`src/pkg/frsr_pkg.sv`:
```
// constants and types for the floppy rate and status registers
package frsr_pkg;
  // host port addresses
  localparam logic [15:0] ADDR_DOR = 16'h03F2;
  localparam logic [15:0] ADDR_TAPE = 16'h03F3;
  localparam logic [15:0] ADDR_RATE_STAT = 16'h03F4;
  localparam logic [15:0] ADDR_DATA = 16'h03F5;
  localparam logic [15:0] ADDR_CCR = 16'h03F7;
  // rate select register fields
  localparam int DSR_RATE_LSB = 0;
  localparam int DSR_PRE_LSB = 2;
  localparam int DSR_RSVD_BIT = 5;
  localparam int DSR_LOWPWR_BIT = 6;
  localparam int DSR_SWRST_BIT = 7;
  localparam logic [7:0] DSR_RESET = 8'h02;
  // tape drive register fields
  localparam int TDR_MEDIA1_BIT = 7;
  localparam int TDR_MEDIA0_BIT = 6;
  localparam int TDR_TYPE_LSB = 4;
  localparam int TDR_BOOT_LSB = 2;
  localparam logic [1:0] TAPE_RESET = 2'h0;
  // config f1 field positions
  localparam int F1_BOOT_HI = 7;
  localparam int F1_BOOT_LO = 6;
  localparam int F1_INV1 = 5;
  localparam int F1_INV0 = 4;
  // precompensation codes and delays in 1/48 MHz units
  localparam logic [2:0] PRE_DEFAULT = 3'h0;
  localparam logic [2:0] PRE_ZERO = 3'h7;
  localparam logic [3:0] PRE_DEF_2M = 4'h1;
  localparam logic [3:0] PRE_DEF_1M = 4'h2;
  localparam logic [3:0] PRE_DEF_LOW = 4'h6;
  // software reset stretch
  localparam int CLK_PERIOD_NS = 10;
  localparam int SW_RESET_MIN_NS = 100;
  localparam int SW_RESET_CYC_I = (SW_RESET_MIN_NS + CLK_PERIOD_NS - 1) / CLK_PERIOD_NS;
  localparam logic [3:0] SW_RESET_CYCLES = 4'(SW_RESET_CYC_I);
  // data rates
  typedef enum logic [2:0] {
    RATE_250 = 3'b000,
    RATE_300 = 3'b001,
    RATE_500 = 3'b010,
    RATE_1M = 3'b011,
    RATE_2M = 3'b100
  } frsr_rate_type;
endpackage : frsr_pkg

```
`src/hw/frsr_rate_decode.sv`:
```
// data rate, density and drive density pin decode
`timescale 1ns/10ps
`default_nettype none
module frsr_rate_decode
  import frsr_pkg::*;
(
  // selection
  input wire logic [1:0] rateCode,
  input wire logic [1:0] driveRateType,
  input wire logic [1:0] driveTypeCode,
  input wire logic fmMode,
  // results
  output frsr_rate_type rateSel,
  output logic [11:0] dataRateKbps,
  output logic densitySelect,
  output logic [1:0] driveDensityPins
);
  // rate from select code and drive rate type
  always_comb begin
    case (rateCode)
      2'b11: rateSel = RATE_1M;
      2'b00: rateSel = RATE_500;
      2'b01: begin
        case (driveRateType)
          2'b01: rateSel = RATE_500;
          2'b10: rateSel = RATE_2M;
          default: rateSel = RATE_300;
        endcase
      end
      default: rateSel = RATE_250;
    endcase
  end

  // kbps, fm at half for the low rates
  always_comb begin
    case (rateSel)
      RATE_2M: dataRateKbps = 12'h7D0;
      RATE_1M: dataRateKbps = 12'h3E8;
      RATE_500: dataRateKbps = fmMode ? 12'h0FA : 12'h1F4;
      RATE_300: dataRateKbps = fmMode ? 12'h096 : 12'h12C;
      default: dataRateKbps = fmMode ? 12'h07D : 12'h0FA;
    endcase
  end

  // density high for codes 11 and 00 only
  assign densitySelect = (rateCode == 2'b11) || (rateCode == 2'b00);

  // pin mapping by drive type
  always_comb begin
    case (driveTypeCode)
      2'b00: driveDensityPins = {rateCode[0], densitySelect};
      2'b10: driveDensityPins = {rateCode[0], rateCode[1]};
      2'b01: driveDensityPins = {rateCode[0], ~densitySelect};
      default: driveDensityPins = {rateCode[1], rateCode[0]};
    endcase
  end
endmodule : frsr_rate_decode
`default_nettype wire

```
`src/hw/frsr_regs.sv`:
```
// host registers for tape drive, rate select and main status
`timescale 1ns/10ps
`default_nettype none
module frsr_regs
  import frsr_pkg::*;
(
  // clock and reset
  input wire logic ref_clk,
  input wire logic resetn,
  // host io port
  input wire logic [15:0] ioAddr,
  input wire logic ioRdStrobe,
  input wire logic ioWrStrobe,
  input wire logic [7:0] ioWrData,
  output logic [7:0] ioRdData,
  // configuration
  input wire logic enhancedMode2,
  input wire logic [7:0] floppyConfigF1,
  input wire logic [7:0] floppyConfigF2,
  input wire logic [1:0] driveRateType,
  input wire logic [1:0] driveSelect,
  input wire logic dorSoftResetN,
  // media pins
  input wire logic [1:0] mediaIdentPins,
  // command engine status
  input wire logic [3:0] driveSeekBusy,
  input wire logic cmdBusy,
  input wire logic polledExecFlag,
  input wire logic transferDirection,
  input wire logic requestForMaster,
  input wire logic fmMode,
  input wire logic [7:0] currentTrack,
  input wire logic [7:0] precompStartTrack,
  // controller outputs
  output logic ctrlSoftReset,
  output logic ctrlClockStop,
  output logic [1:0] rateCode,
  output frsr_rate_type rateSel,
  output logic [11:0] dataRateKbps,
  output logic densitySelect,
  output logic [1:0] driveDensityPins,
  output logic [3:0] writePrecompUnits,
  output logic precompEnable,
  output logic [7:0] dsrShadow,
  output logic dataRegGrant
);

  // port hit on a given address
  function automatic logic portHit(input logic [15:0] a,
                                   input logic [15:0] p);
    portHit = (a == p);
  endfunction : portHit

  logic wrRate;
  logic wrCcr;
  logic wrTape;
  logic rdStatus;
  logic rdTape;
  logic dataAccess;
  logic [1:0] mediaMeta_q;
  logic [1:0] mediaSync_q;
  logic [1:0] tapeSel_q;
  logic [1:0] rateCode_q;
  logic [2:0] writeCodeA_q;
  logic resvBit_q;
  logic lowPower_q;
  logic [3:0] swRstCnt_q;
  logic [3:0] swRstCnt_d;
  logic [7:0] rdData_q;
  logic [7:0] tapeView;
  logic [7:0] mainStatus;
  logic [1:0] driveTypeCode;
  logic [3:0] write_code_a_d;
  logic [3:0] write_code_a_q;

  // strobe decode
  assign wrRate = ioWrStrobe && portHit(ioAddr, ADDR_RATE_STAT);
  assign wrCcr = ioWrStrobe && portHit(ioAddr, ADDR_CCR);
  assign wrTape = ioWrStrobe && portHit(ioAddr, ADDR_TAPE);
  assign rdStatus = ioRdStrobe && portHit(ioAddr, ADDR_RATE_STAT);
  assign rdTape = ioRdStrobe && portHit(ioAddr, ADDR_TAPE);
  assign dataAccess = (ioRdStrobe || ioWrStrobe) && portHit(ioAddr, ADDR_DATA);

  // media pin synchronisers, never reset
  genvar gi;
  generate
    for (gi = 0; gi < 2; gi++) begin : gMediaSync
      always_ff @(posedge ref_clk) begin
        mediaMeta_q[gi] <= mediaIdentPins[gi];
        mediaSync_q[gi] <= mediaMeta_q[gi];
      end
    end
  endgenerate

  // tape select bits, hardware reset only
  always_ff @(posedge ref_clk) begin
    if (!resetn) begin
      tapeSel_q <= TAPE_RESET;
    end else if (wrTape) begin
      tapeSel_q <= ioWrData[1:0];
    end
  end

  // drive type pair chosen by selected drive
  always_comb begin
    case (driveSelect)
      2'b00: driveTypeCode = floppyConfigF2[1:0];
      2'b01: driveTypeCode = floppyConfigF2[3:2];
      2'b10: driveTypeCode = floppyConfigF2[5:4];
      default: driveTypeCode = floppyConfigF2[7:6];
    endcase
  end

  // tape drive register read view
  always_comb begin
    tapeView = 8'h00;
    tapeView[1:0] = tapeSel_q;
    if (enhancedMode2) begin
      tapeView[TDR_MEDIA1_BIT] = mediaSync_q[1] ^ floppyConfigF1[F1_INV1];
      tapeView[TDR_MEDIA0_BIT] = mediaSync_q[0] ^ floppyConfigF1[F1_INV0];
      tapeView[TDR_TYPE_LSB+:2] = driveTypeCode;
      tapeView[TDR_BOOT_LSB+1] = floppyConfigF1[F1_BOOT_HI];
      tapeView[TDR_BOOT_LSB] = floppyConfigF1[F1_BOOT_LO];
    end
  end

  // main status, composed live
  assign mainStatus = {requestForMaster,
                       transferDirection,
                       polledExecFlag,
                       cmdBusy,
                       driveSeekBusy};

  // data register access allowed only with request set
  assign dataRegGrant = requestForMaster;

  // shared rate code, last writer wins
  always_ff @(posedge ref_clk) begin
    if (!resetn) begin
      rateCode_q <= DSR_RESET[DSR_RATE_LSB+:2];
    end else if (wrRate) begin
      rateCode_q <= ioWrData[DSR_RATE_LSB+:2];
    end else if (wrCcr) begin
      rateCode_q <= ioWrData[1:0];
    end
  end

  // precompensation and reserved bits of the rate select register, soft reset leaves them
  always_ff @(posedge ref_clk) begin
    if (!resetn) begin
      writeCodeA_q <= DSR_RESET[DSR_PRE_LSB+:3];
      resvBit_q <= DSR_RESET[DSR_RSVD_BIT];
    end else if (wrRate) begin
      writeCodeA_q <= ioWrData[DSR_PRE_LSB+:3];
      resvBit_q <= ioWrData[DSR_RSVD_BIT];
    end
  end

  // self clearing soft reset stretch
  always_comb begin
    swRstCnt_d = swRstCnt_q;
    if (wrRate && ioWrData[DSR_SWRST_BIT]) begin
      swRstCnt_d = SW_RESET_CYCLES;
    end else if (swRstCnt_q != 4'h0) begin
      swRstCnt_d = swRstCnt_q - 4'h1;
    end
  end

  always_ff @(posedge ref_clk) begin
    if (!resetn) begin
      swRstCnt_q <= 4'h0;
    end else begin
      swRstCnt_q <= swRstCnt_d;
    end
  end

  // either reset source stops the controller
  assign ctrlSoftReset = (swRstCnt_q != 4'h0) || !dorSoftResetN;

  // manual low power, set beats exit
  always_ff @(posedge ref_clk) begin
    if (!resetn) begin
      lowPower_q <= 1'b0;
    end else if (wrRate && ioWrData[DSR_LOWPWR_BIT]) begin
      lowPower_q <= 1'b1;
    end else if (ctrlSoftReset || rdStatus || dataAccess) begin
      lowPower_q <= 1'b0;
    end
  end

  assign ctrlClockStop = lowPower_q;

  // registered read data
  always_ff @(posedge ref_clk) begin
    if (!resetn) begin
      rdData_q <= 8'h00;
    end else if (rdStatus) begin
      rdData_q <= mainStatus;
    end else if (rdTape) begin
      rdData_q <= tapeView;
    end else if (ioRdStrobe) begin
      rdData_q <= 8'h00;
    end
  end

  assign ioRdData = rdData_q;

  // rate, density and pins
  frsr_rate_decode uDecode (
    .rateCode(rateCode_q),
    .driveRateType(driveRateType),
    .driveTypeCode(driveTypeCode),
    .fmMode(fmMode),
    .rateSel(rateSel),
    .dataRateKbps(dataRateKbps),
    .densitySelect(densitySelect),
    .driveDensityPins(driveDensityPins)
  );

  // precompensation delay in 1/48 MHz units
  always_comb begin
    write_code_a_d = {1'b0, writeCodeA_q};
    if (writeCodeA_q == PRE_ZERO) begin
      write_code_a_d = 4'h0;
    end else if (writeCodeA_q == PRE_DEFAULT) begin
      case (rateSel)
        RATE_2M: write_code_a_d = PRE_DEF_2M;
        RATE_1M: write_code_a_d = PRE_DEF_1M;
        default: write_code_a_d = PRE_DEF_LOW;
      endcase
    end else if (rateSel != RATE_2M) begin
      write_code_a_d = {writeCodeA_q, 1'b0};
    end
  end

  always_ff @(posedge ref_clk) begin
    if (!resetn) begin
      write_code_a_q <= PRE_DEF_LOW;
    end else begin
      write_code_a_q <= write_code_a_d;
    end
  end

  assign writePrecompUnits = write_code_a_q;

  // write_code_a only from the start track outward
  assign precompEnable = (currentTrack >= precompStartTrack);

  // shadow copy of the rate select register
  assign dsrShadow = {swRstCnt_q != 4'h0, lowPower_q, resvBit_q, writeCodeA_q, rateCode_q};
  assign rateCode = rateCode_q;
endmodule : frsr_regs
`default_nettype wire

```
`config.mk`:
```
export PLATFORM = sky130hd
export DESIGN_NAME = frsr_regs
export DESIGN_NICKNAME = d
export VERILOG_FILES = /design/src/pkg/frsr_pkg.sv /design/src/hw/frsr_rate_decode.sv /design/src/hw/frsr_regs.sv
export SDC_FILE = /design/constraint.sdc
export NUM_CORES = 1
export LEC_CHECK = 0
export BUFFER_PORTS_ARGS = -buffer_cell sky130_fd_sc_hd__buf_4
export CORE_UTILIZATION = 43
export CTS_CLUSTER_DIAMETER = 100
export DETAILED_ROUTE_END_ITERATION = 8
export PLACE_DENSITY = 0.8
export SLEW_MARGIN = 20
export SYNTH_ARGS = -nofsm -noshare
export SYNTH_HDL_FRONTEND = slang
export SYNTH_SLANG_ARGS = --single-unit
```
`constraint.sdc`:
```
create_clock -name ref_clk -period 2.2 [get_ports ref_clk]
set_input_delay 0.33 -clock ref_clk [delete_from_list [all_inputs] [get_ports ref_clk]]
set_output_delay 0.33 -clock ref_clk [all_outputs]
set_load 0.01 [all_outputs]
```
==> metrics.yaml, run 1 <==
synth_common_cells: "29 x dfxtp_1, 28 x o21ai_0, 19 x inv_1"
powerDensity_mw_per_mm2: 459.1
clk_latency_ns: 0.28
synth_cells: 247
root_buffer: "clkbuf_8"
worstSetupStartpointType: "flip-flop"
start_util_pct: 45.07
hold_viol: 0
firstDrtPassIters: 4
numCtsBuffers: 5
fin_crit_ns: 2.272
post_drt_wl_per_cell_um: 14.06
clk_pin_slew_ns: 0.06
avgSynthCellArea_um2: 8.054
routabilityCongestion: 0.8196
synth_mux_area_share_pct: 2.767
synthSimpleGateAreaFrac_pct: 24.97
syn-cell-area_mm2: 0.001989
slew_viol_final: 0
die_w_um: 70.02
dp_hpwl_um: 4239
synth_seq_cells: 29
clock_skew_ns: 0.0005470
timing.fmax_ghz: 0.4401
first_iter_violations: 157
holdWs_ns: 0.1497
grt_pass1_wl_um: 9384
maxSlewHeadroom_pct: 62.87
required_ns: 1.87
synth.most_common_cell: "dfxtp_1"
synth_area_leaders: "dfxtp_1 29%, ha_1 8.8%, o21ai_0 7.0%, nand3_1 4.3%, inv_1 3.6%"
fin_ws_ns: -0.07210
crit_fanout: 4
cp.arrival_ns: 1.94
vias: 2348
async_flop_share_pct: 0
maxCapViolations: 0
io_buffers: 115
p_leak_nw: 1.484
synth_fa_ha_area_share_pct: 8.805
grt-ovfl-total: 0
synthToLayoutAreaGrowth_pct: 61.70
yosys.area.top_type: "dfxtp_1"
critPathKind: "reg -> out"
power_w: 0.001477
die_y_um: 70.02
grt_usage_pct: 23.83
ir_worst_vdd_mv: 0.4542
wl_um: 5990
rsz0062_at_grt: "true"
cts_tree: "done"
period_share_pct: 103.3
diodes: 0
dieArea_mm2: 0.004903
grt_max_degree: 19
ctsHtreeMaxLevel: 2
synth_top_family_by_area: "simple AND/OR/NAND/NOR gates"
io_pins: 121
ant_nets: 0
ys.flop_type: "dfxtp_1"
status: "complete, but fails checks"
core_mm2: 0.004414
hp-class: "in -> reg"
synth_xor_area_share_pct: 1.761
finalSetupViolations: 5
synth-edff-count: 0
synth_compound_area_share_pct: 22.89
ys_warn_count: 0
synth_top_area_share_pct: 29.18
antenna_found_initial: 0
cts.path.max_buffers: 2
drive_above_1_share_pct: 45.45
max_slew.worst_pin.slew_ns: 0.5519
viasPerCell: 5.512
synth_seq_area_share_pct: 29.18
cp-end-kind: "output pin"
drcViolationCount: 0
violations: "negative setup slack"
syn-num-nets: 338
cts_sinks: 29
first_global_vias: 2139
finalNetCount: 464
synth_cell_types: 49
rows: 24
## flip-flops by register name (all words and copies together) (netlist names)
register,count
ioRdData,8
mediaSync_q,2
resvBit_q,1
ctrlClockStop,1
tapeSel_q,2
rateCode,2
swRstCnt_q,4
writeCodeA_q,3
mediaMeta_q,2
writePrecompUnits,4
## critical path: stages (launching register included)
cell      delay, ns
dfxtp_4        0.36
buf_12         0.13
ha_4           0.14
nand3b_1       0.21
inv_2          0.15
a211oi_2       0.08
a2111o_1       0.37
o21ai_1        0.09
buf_4          0.14
## cells in the final DEF, fill, tap and decap left out, drive strengths merged, types with 3 or more instances in the layout
cell    netlist  routed
nand2b        7       7
a21oi        13      13
o31ai         3       3
ha           14      14
nor2         12      12
nor3          5       5
dfxtp        29      29
clkbuf        7       7
buf          10     136
nand3        17      17
inv          21      21
a211oi        6       6
a31oi         9       9
nand3b        9       9
o21ai        29      29
nand2        12      12
nand4         9       9
## worst paths after layout
| kind | startpoint | endpoint | slack, ns | depth (start not counted) |
|---|---|---|---|---|
| max reg2reg | rateCode[1] | writePrecompUnits[2] | 0.29 | 9 |
| max | rateCode[1] | dataRateKbps[1] | -0.07 | 8 |
| min | mediaIdentPins[0] | mediaMeta_q[0] | 0.15 | 1 |
| min reg2reg | mediaMeta_q[1] | mediaSync_q[1] | 0.33 | 0 |
## metrics by stage
stage | setup slack [ns] | setup TNS (ns) | cells | area (um2) | utilization (%)
final | -0.07210 | -0.1736 | 426 | 3217 | 72.87
after global routing | -0.1472 | -0.7366 | 426 | 3217 | 72.87
after CTS | -0.004859 | -0.01133 | 421 | 3131 | 70.92
after detailed placement | 0.08412 | 0 | 404 | 2874 | 65.11
after global placement | 0.09229 | 0 | 404 | 2874 | 65.11
after floorplan | 0.01191 | 0 | 247 | 1989 | -
## cell type report
type / instances / area (um2)
Multi-Input combinational cell: 180 / 1314
Fill cell: 341 / 1197
Timing Repair Buffer: 136 / 1050
Sequential cell: 29 / 588.1
Clock buffer: 7 / 86.33
Inverter: 21 / 83.83
Tap cell: 52 / 65.06
Clock inverter: 1 / 30.03
## where the power goes
part	total [W]	leakage (nW)	switching (W)	internal (W)
sequential	0.000564	0.238	0.0000180	0.000546
clock	0.000573	0.0585	0.000204	0.000369
combinational	0.000340	1.19	0.000146	0.000194
total	0.00148	1.48	0.000368	0.00111
## repair_timing
| action | in CTS | in global routing |
|---|---|---|
| setup endpoints to repair | 9 | 10 |
| hold buffers | 0 | 0 |
| cloned | 0 | 0 |
| pin swaps | 4 | 5 |
| setup buffers | 9 | 5 |
| resized for setup | 15 | 16 |
## logic make-up after synthesis
logic type / after synthesis
AND/OR/NAND/NOR: 86
AO/OA/AOI/OAI: 72
buffers and inverters: 38
flip-flops: 29
adder cells (fa/ha/maj): 14
XOR/XNOR: 4
multiplexers: 3
other: 1
## metal layers
layer | global-route usage, % | vias to the layer above | part of all wire (%)
met5 | 0 | - | 0
met4 | 8.667 | 0 | 1.7
met3 | 5.916 | 12 | 5.7
met2 | 43.59 | 92 | 53
met1 | 26.42 | 1095 | 40
li1 | - | 1149 | -
(Power assumes the default switching activity.)
==> run 2, diff against run 1 <==
- CORE_ASPECT_RATIO: not set -> 1.25
==> run 2 against run 1 <==
Net effect:
- the run still ends with negative setup slack left
- first-iteration DRC count down 24%
- register-to-register slack improved by 0.23 ns
- flip-flop and latch count is the same
- power down 11%
- routed wire length is 3.6% lower
- setup slack gained 0.032 ns
- non-clock buffer count is 6 lower
- die area about the same
- design area down 3.0%
- fmax is 1.4% higher
- clock-buffer cell count down 1
- clock power shrank 28%
- critical path type unchanged
==> metrics.yaml, run 2 (synthesis results as in run 1) <==
status: "complete, but fails checks"
violations: "negative setup slack"
period_share_pct: 101.8
fin_crit_ns: 2.240
grt_pass1_wl_um: 9439
layout_commonest_cell: "buf_4"
cts.path.max_buffers: 2
die_w_um: 62.84
crit_fanout: 6
worstSetupStartpointType: "flip-flop"
worst_path_max_delay_cell: "or3_1"
numCtsBuffers: 5
max_stage_delay_ns: 0.38
io_buffers: 115
fillers: 385
worst-path-buf-inv: 2
drive_above_1_share_pct: 44.57
crit_family: "simple AND/OR/NAND/NOR gates"
finalSetupViolations: 3
postPlaceCellArea_mm2: 0.002869
cp.depth: 7
dp_hpwl_um: 4355
clock_skew_ns: 0.005005
hold_viol: 0
critical_path.cell_chain: "inv_6, ha_4, and2_4, or3_1, a211oi_2, o21ai_1, buf_4"
routabilityCongestion: 0.8645
ir_worst_vdd_mv: 0.3680
grt_max_degree: 19
cp-end-kind: "output pin"
holdBufCountCts: 0
finalNonFillerCells: 426
holdWs_ns: 0.1520
max_slew.worst_pin.slew_ns: 0.6051
vias: 2265
wl_um: 5772
io_pins: 121
r2r_start: "rateCode[1]"
die_y_um: 78.05
critPathKind: "reg -> out"
first_global_vias: 2235
grt-ovfl-total: 0
reg2regPathDepth: 8
largest_register_ffs: 8
core_mm2: 0.004425
powerDensity_mw_per_mm2: 422.0
first_iter_violations: 119
rrSetupSlack_ns: 0.52
firstDrtPassIters: 4
root_buffer: "clkbuf_8"
hp-class: "in -> reg"
dp.cells: 410
finalNetCount: 458
clk_pin_slew_ns: 0.06
clk_latency_ns: 0.28
ant_nets: 0
final_cell_mix: "129 x buf_4, 27 x dfxtp_1, 24 x o21ai_0"
startpoint: "rateCode[1]"
cts_sinks: 29
timing.fmax_ghz: 0.4465
cp-endpoint: "dataRateKbps[3]"
viasPerCell: 5.317
diodes: 0
grt_usage_pct: 23.86
finalInstanceArea_mm2: 0.003122
maxSlewHeadroom_pct: 59.29
synthToLayoutAreaGrowth_pct: 56.92
timing.rr.end: "writePrecompUnits[2]"
start_util_pct: 44.95
drcViolationCount: 0
ctsHtreeMaxLevel: 2
maxCapViolations: 0
slew_viol_final: 0
p_leak_nw: 1.439
dieArea_mm2: 0.004904
post_drt_wl_per_cell_um: 13.55
rows: 27
fin_ws_ns: -0.03972
rsz0062_at_grt: "true"
required_ns: 1.87
cp.arrival_ns: 1.91
cts_tree: "done"
antenna_found_initial: 0
run 2: through the flow:
| stage | setup slack, ns | setup TNS [ns] | util (%) | total power, W |
|---|---|---|---|---|
| after floorplan | 0.01191 | 0 | - | 0.0007293 |
| after global placement | 0.1241 | 0 | 64.83 | 0.0009052 |
| after detailed placement | 0.09281 | 0 | 64.83 | 0.0009136 |
| after CTS | -0.004520 | -0.004520 | 68.73 | 0.001327 |
| after global routing | -0.1095 | -0.3856 | 70.54 | 0.001388 |
| final | -0.03972 | -0.07308 | 70.54 | 0.001317 |
run 2: power breakdown:
group,switching (W),total [W],leakage [nW],internal (W)
clock network,0.000195,0.000413,0.0450,0.000218
logic,0.000146,0.000341,1.16,0.000195
registers,0.0000174,0.000563,0.238,0.000546
run 2: worst min-delay path by stage:
stage / depth (start not counted) / slack, ns / endpoint / from
2_1_floorplan: 0 / 0.31 / mediaSync_q[0] / mediaMeta_q[0]
5_1_grt: 1 / 0.14 / mediaMeta_q[1] / mediaIdentPins[1]
6_report: 1 / 0.15 / mediaMeta_q[1] / mediaIdentPins[1]
4_1_cts: 1 / 0.15 / mediaMeta_q[1] / mediaIdentPins[1]
3_3_place_gp: 0 / 0.31 / mediaSync_q[0] / mediaMeta_q[0]
3_5_place_dp: 0 / 0.32 / mediaSync_q[1] / mediaMeta_q[1]
run 2: repair_timing:
| item | in CTS | in global routing |
|---|---|---|
| setup buffers | 5 | 3 |
| gates resized for setup | 13 | 17 |
| endpoints found under the setup margin | 9 | 7 |
| pin swaps | 3 | 8 |
| hold endpoints to repair | 0 | 0 |
run 2: final cells by class:
class / count / area, um2 / area share [%]
inverters: 21 / 86.33 / 2.766
flip-flops and latches: 29 / 588.1 / 18.84
well taps: 58 / 72.57 / 2.325
repair buffers: 130 / 979.7 / 31.38
clock buffers: 6 / 72.57 / 2.325
multi-input cells: 180 / 1313 / 42.04
clock inverters: 2 / 10.01 / 0.3206
run 2: per-layer routing:
| layer | wire [um] | track usage [%] | share of wire, % | vias up |
|---|---|---|---|---|
| met5 | 0 | 0 | 0 | - |
| met4 | 85 | 11.16 | 1.5 | 0 |
| met3 | 322 | 4.360 | 5.6 | 9 |
| met2 | 3207 | 46.63 | 56 | 94 |
| met1 | 2156 | 23.88 | 37 | 1029 |
| li1 | - | - | - | 1133 |
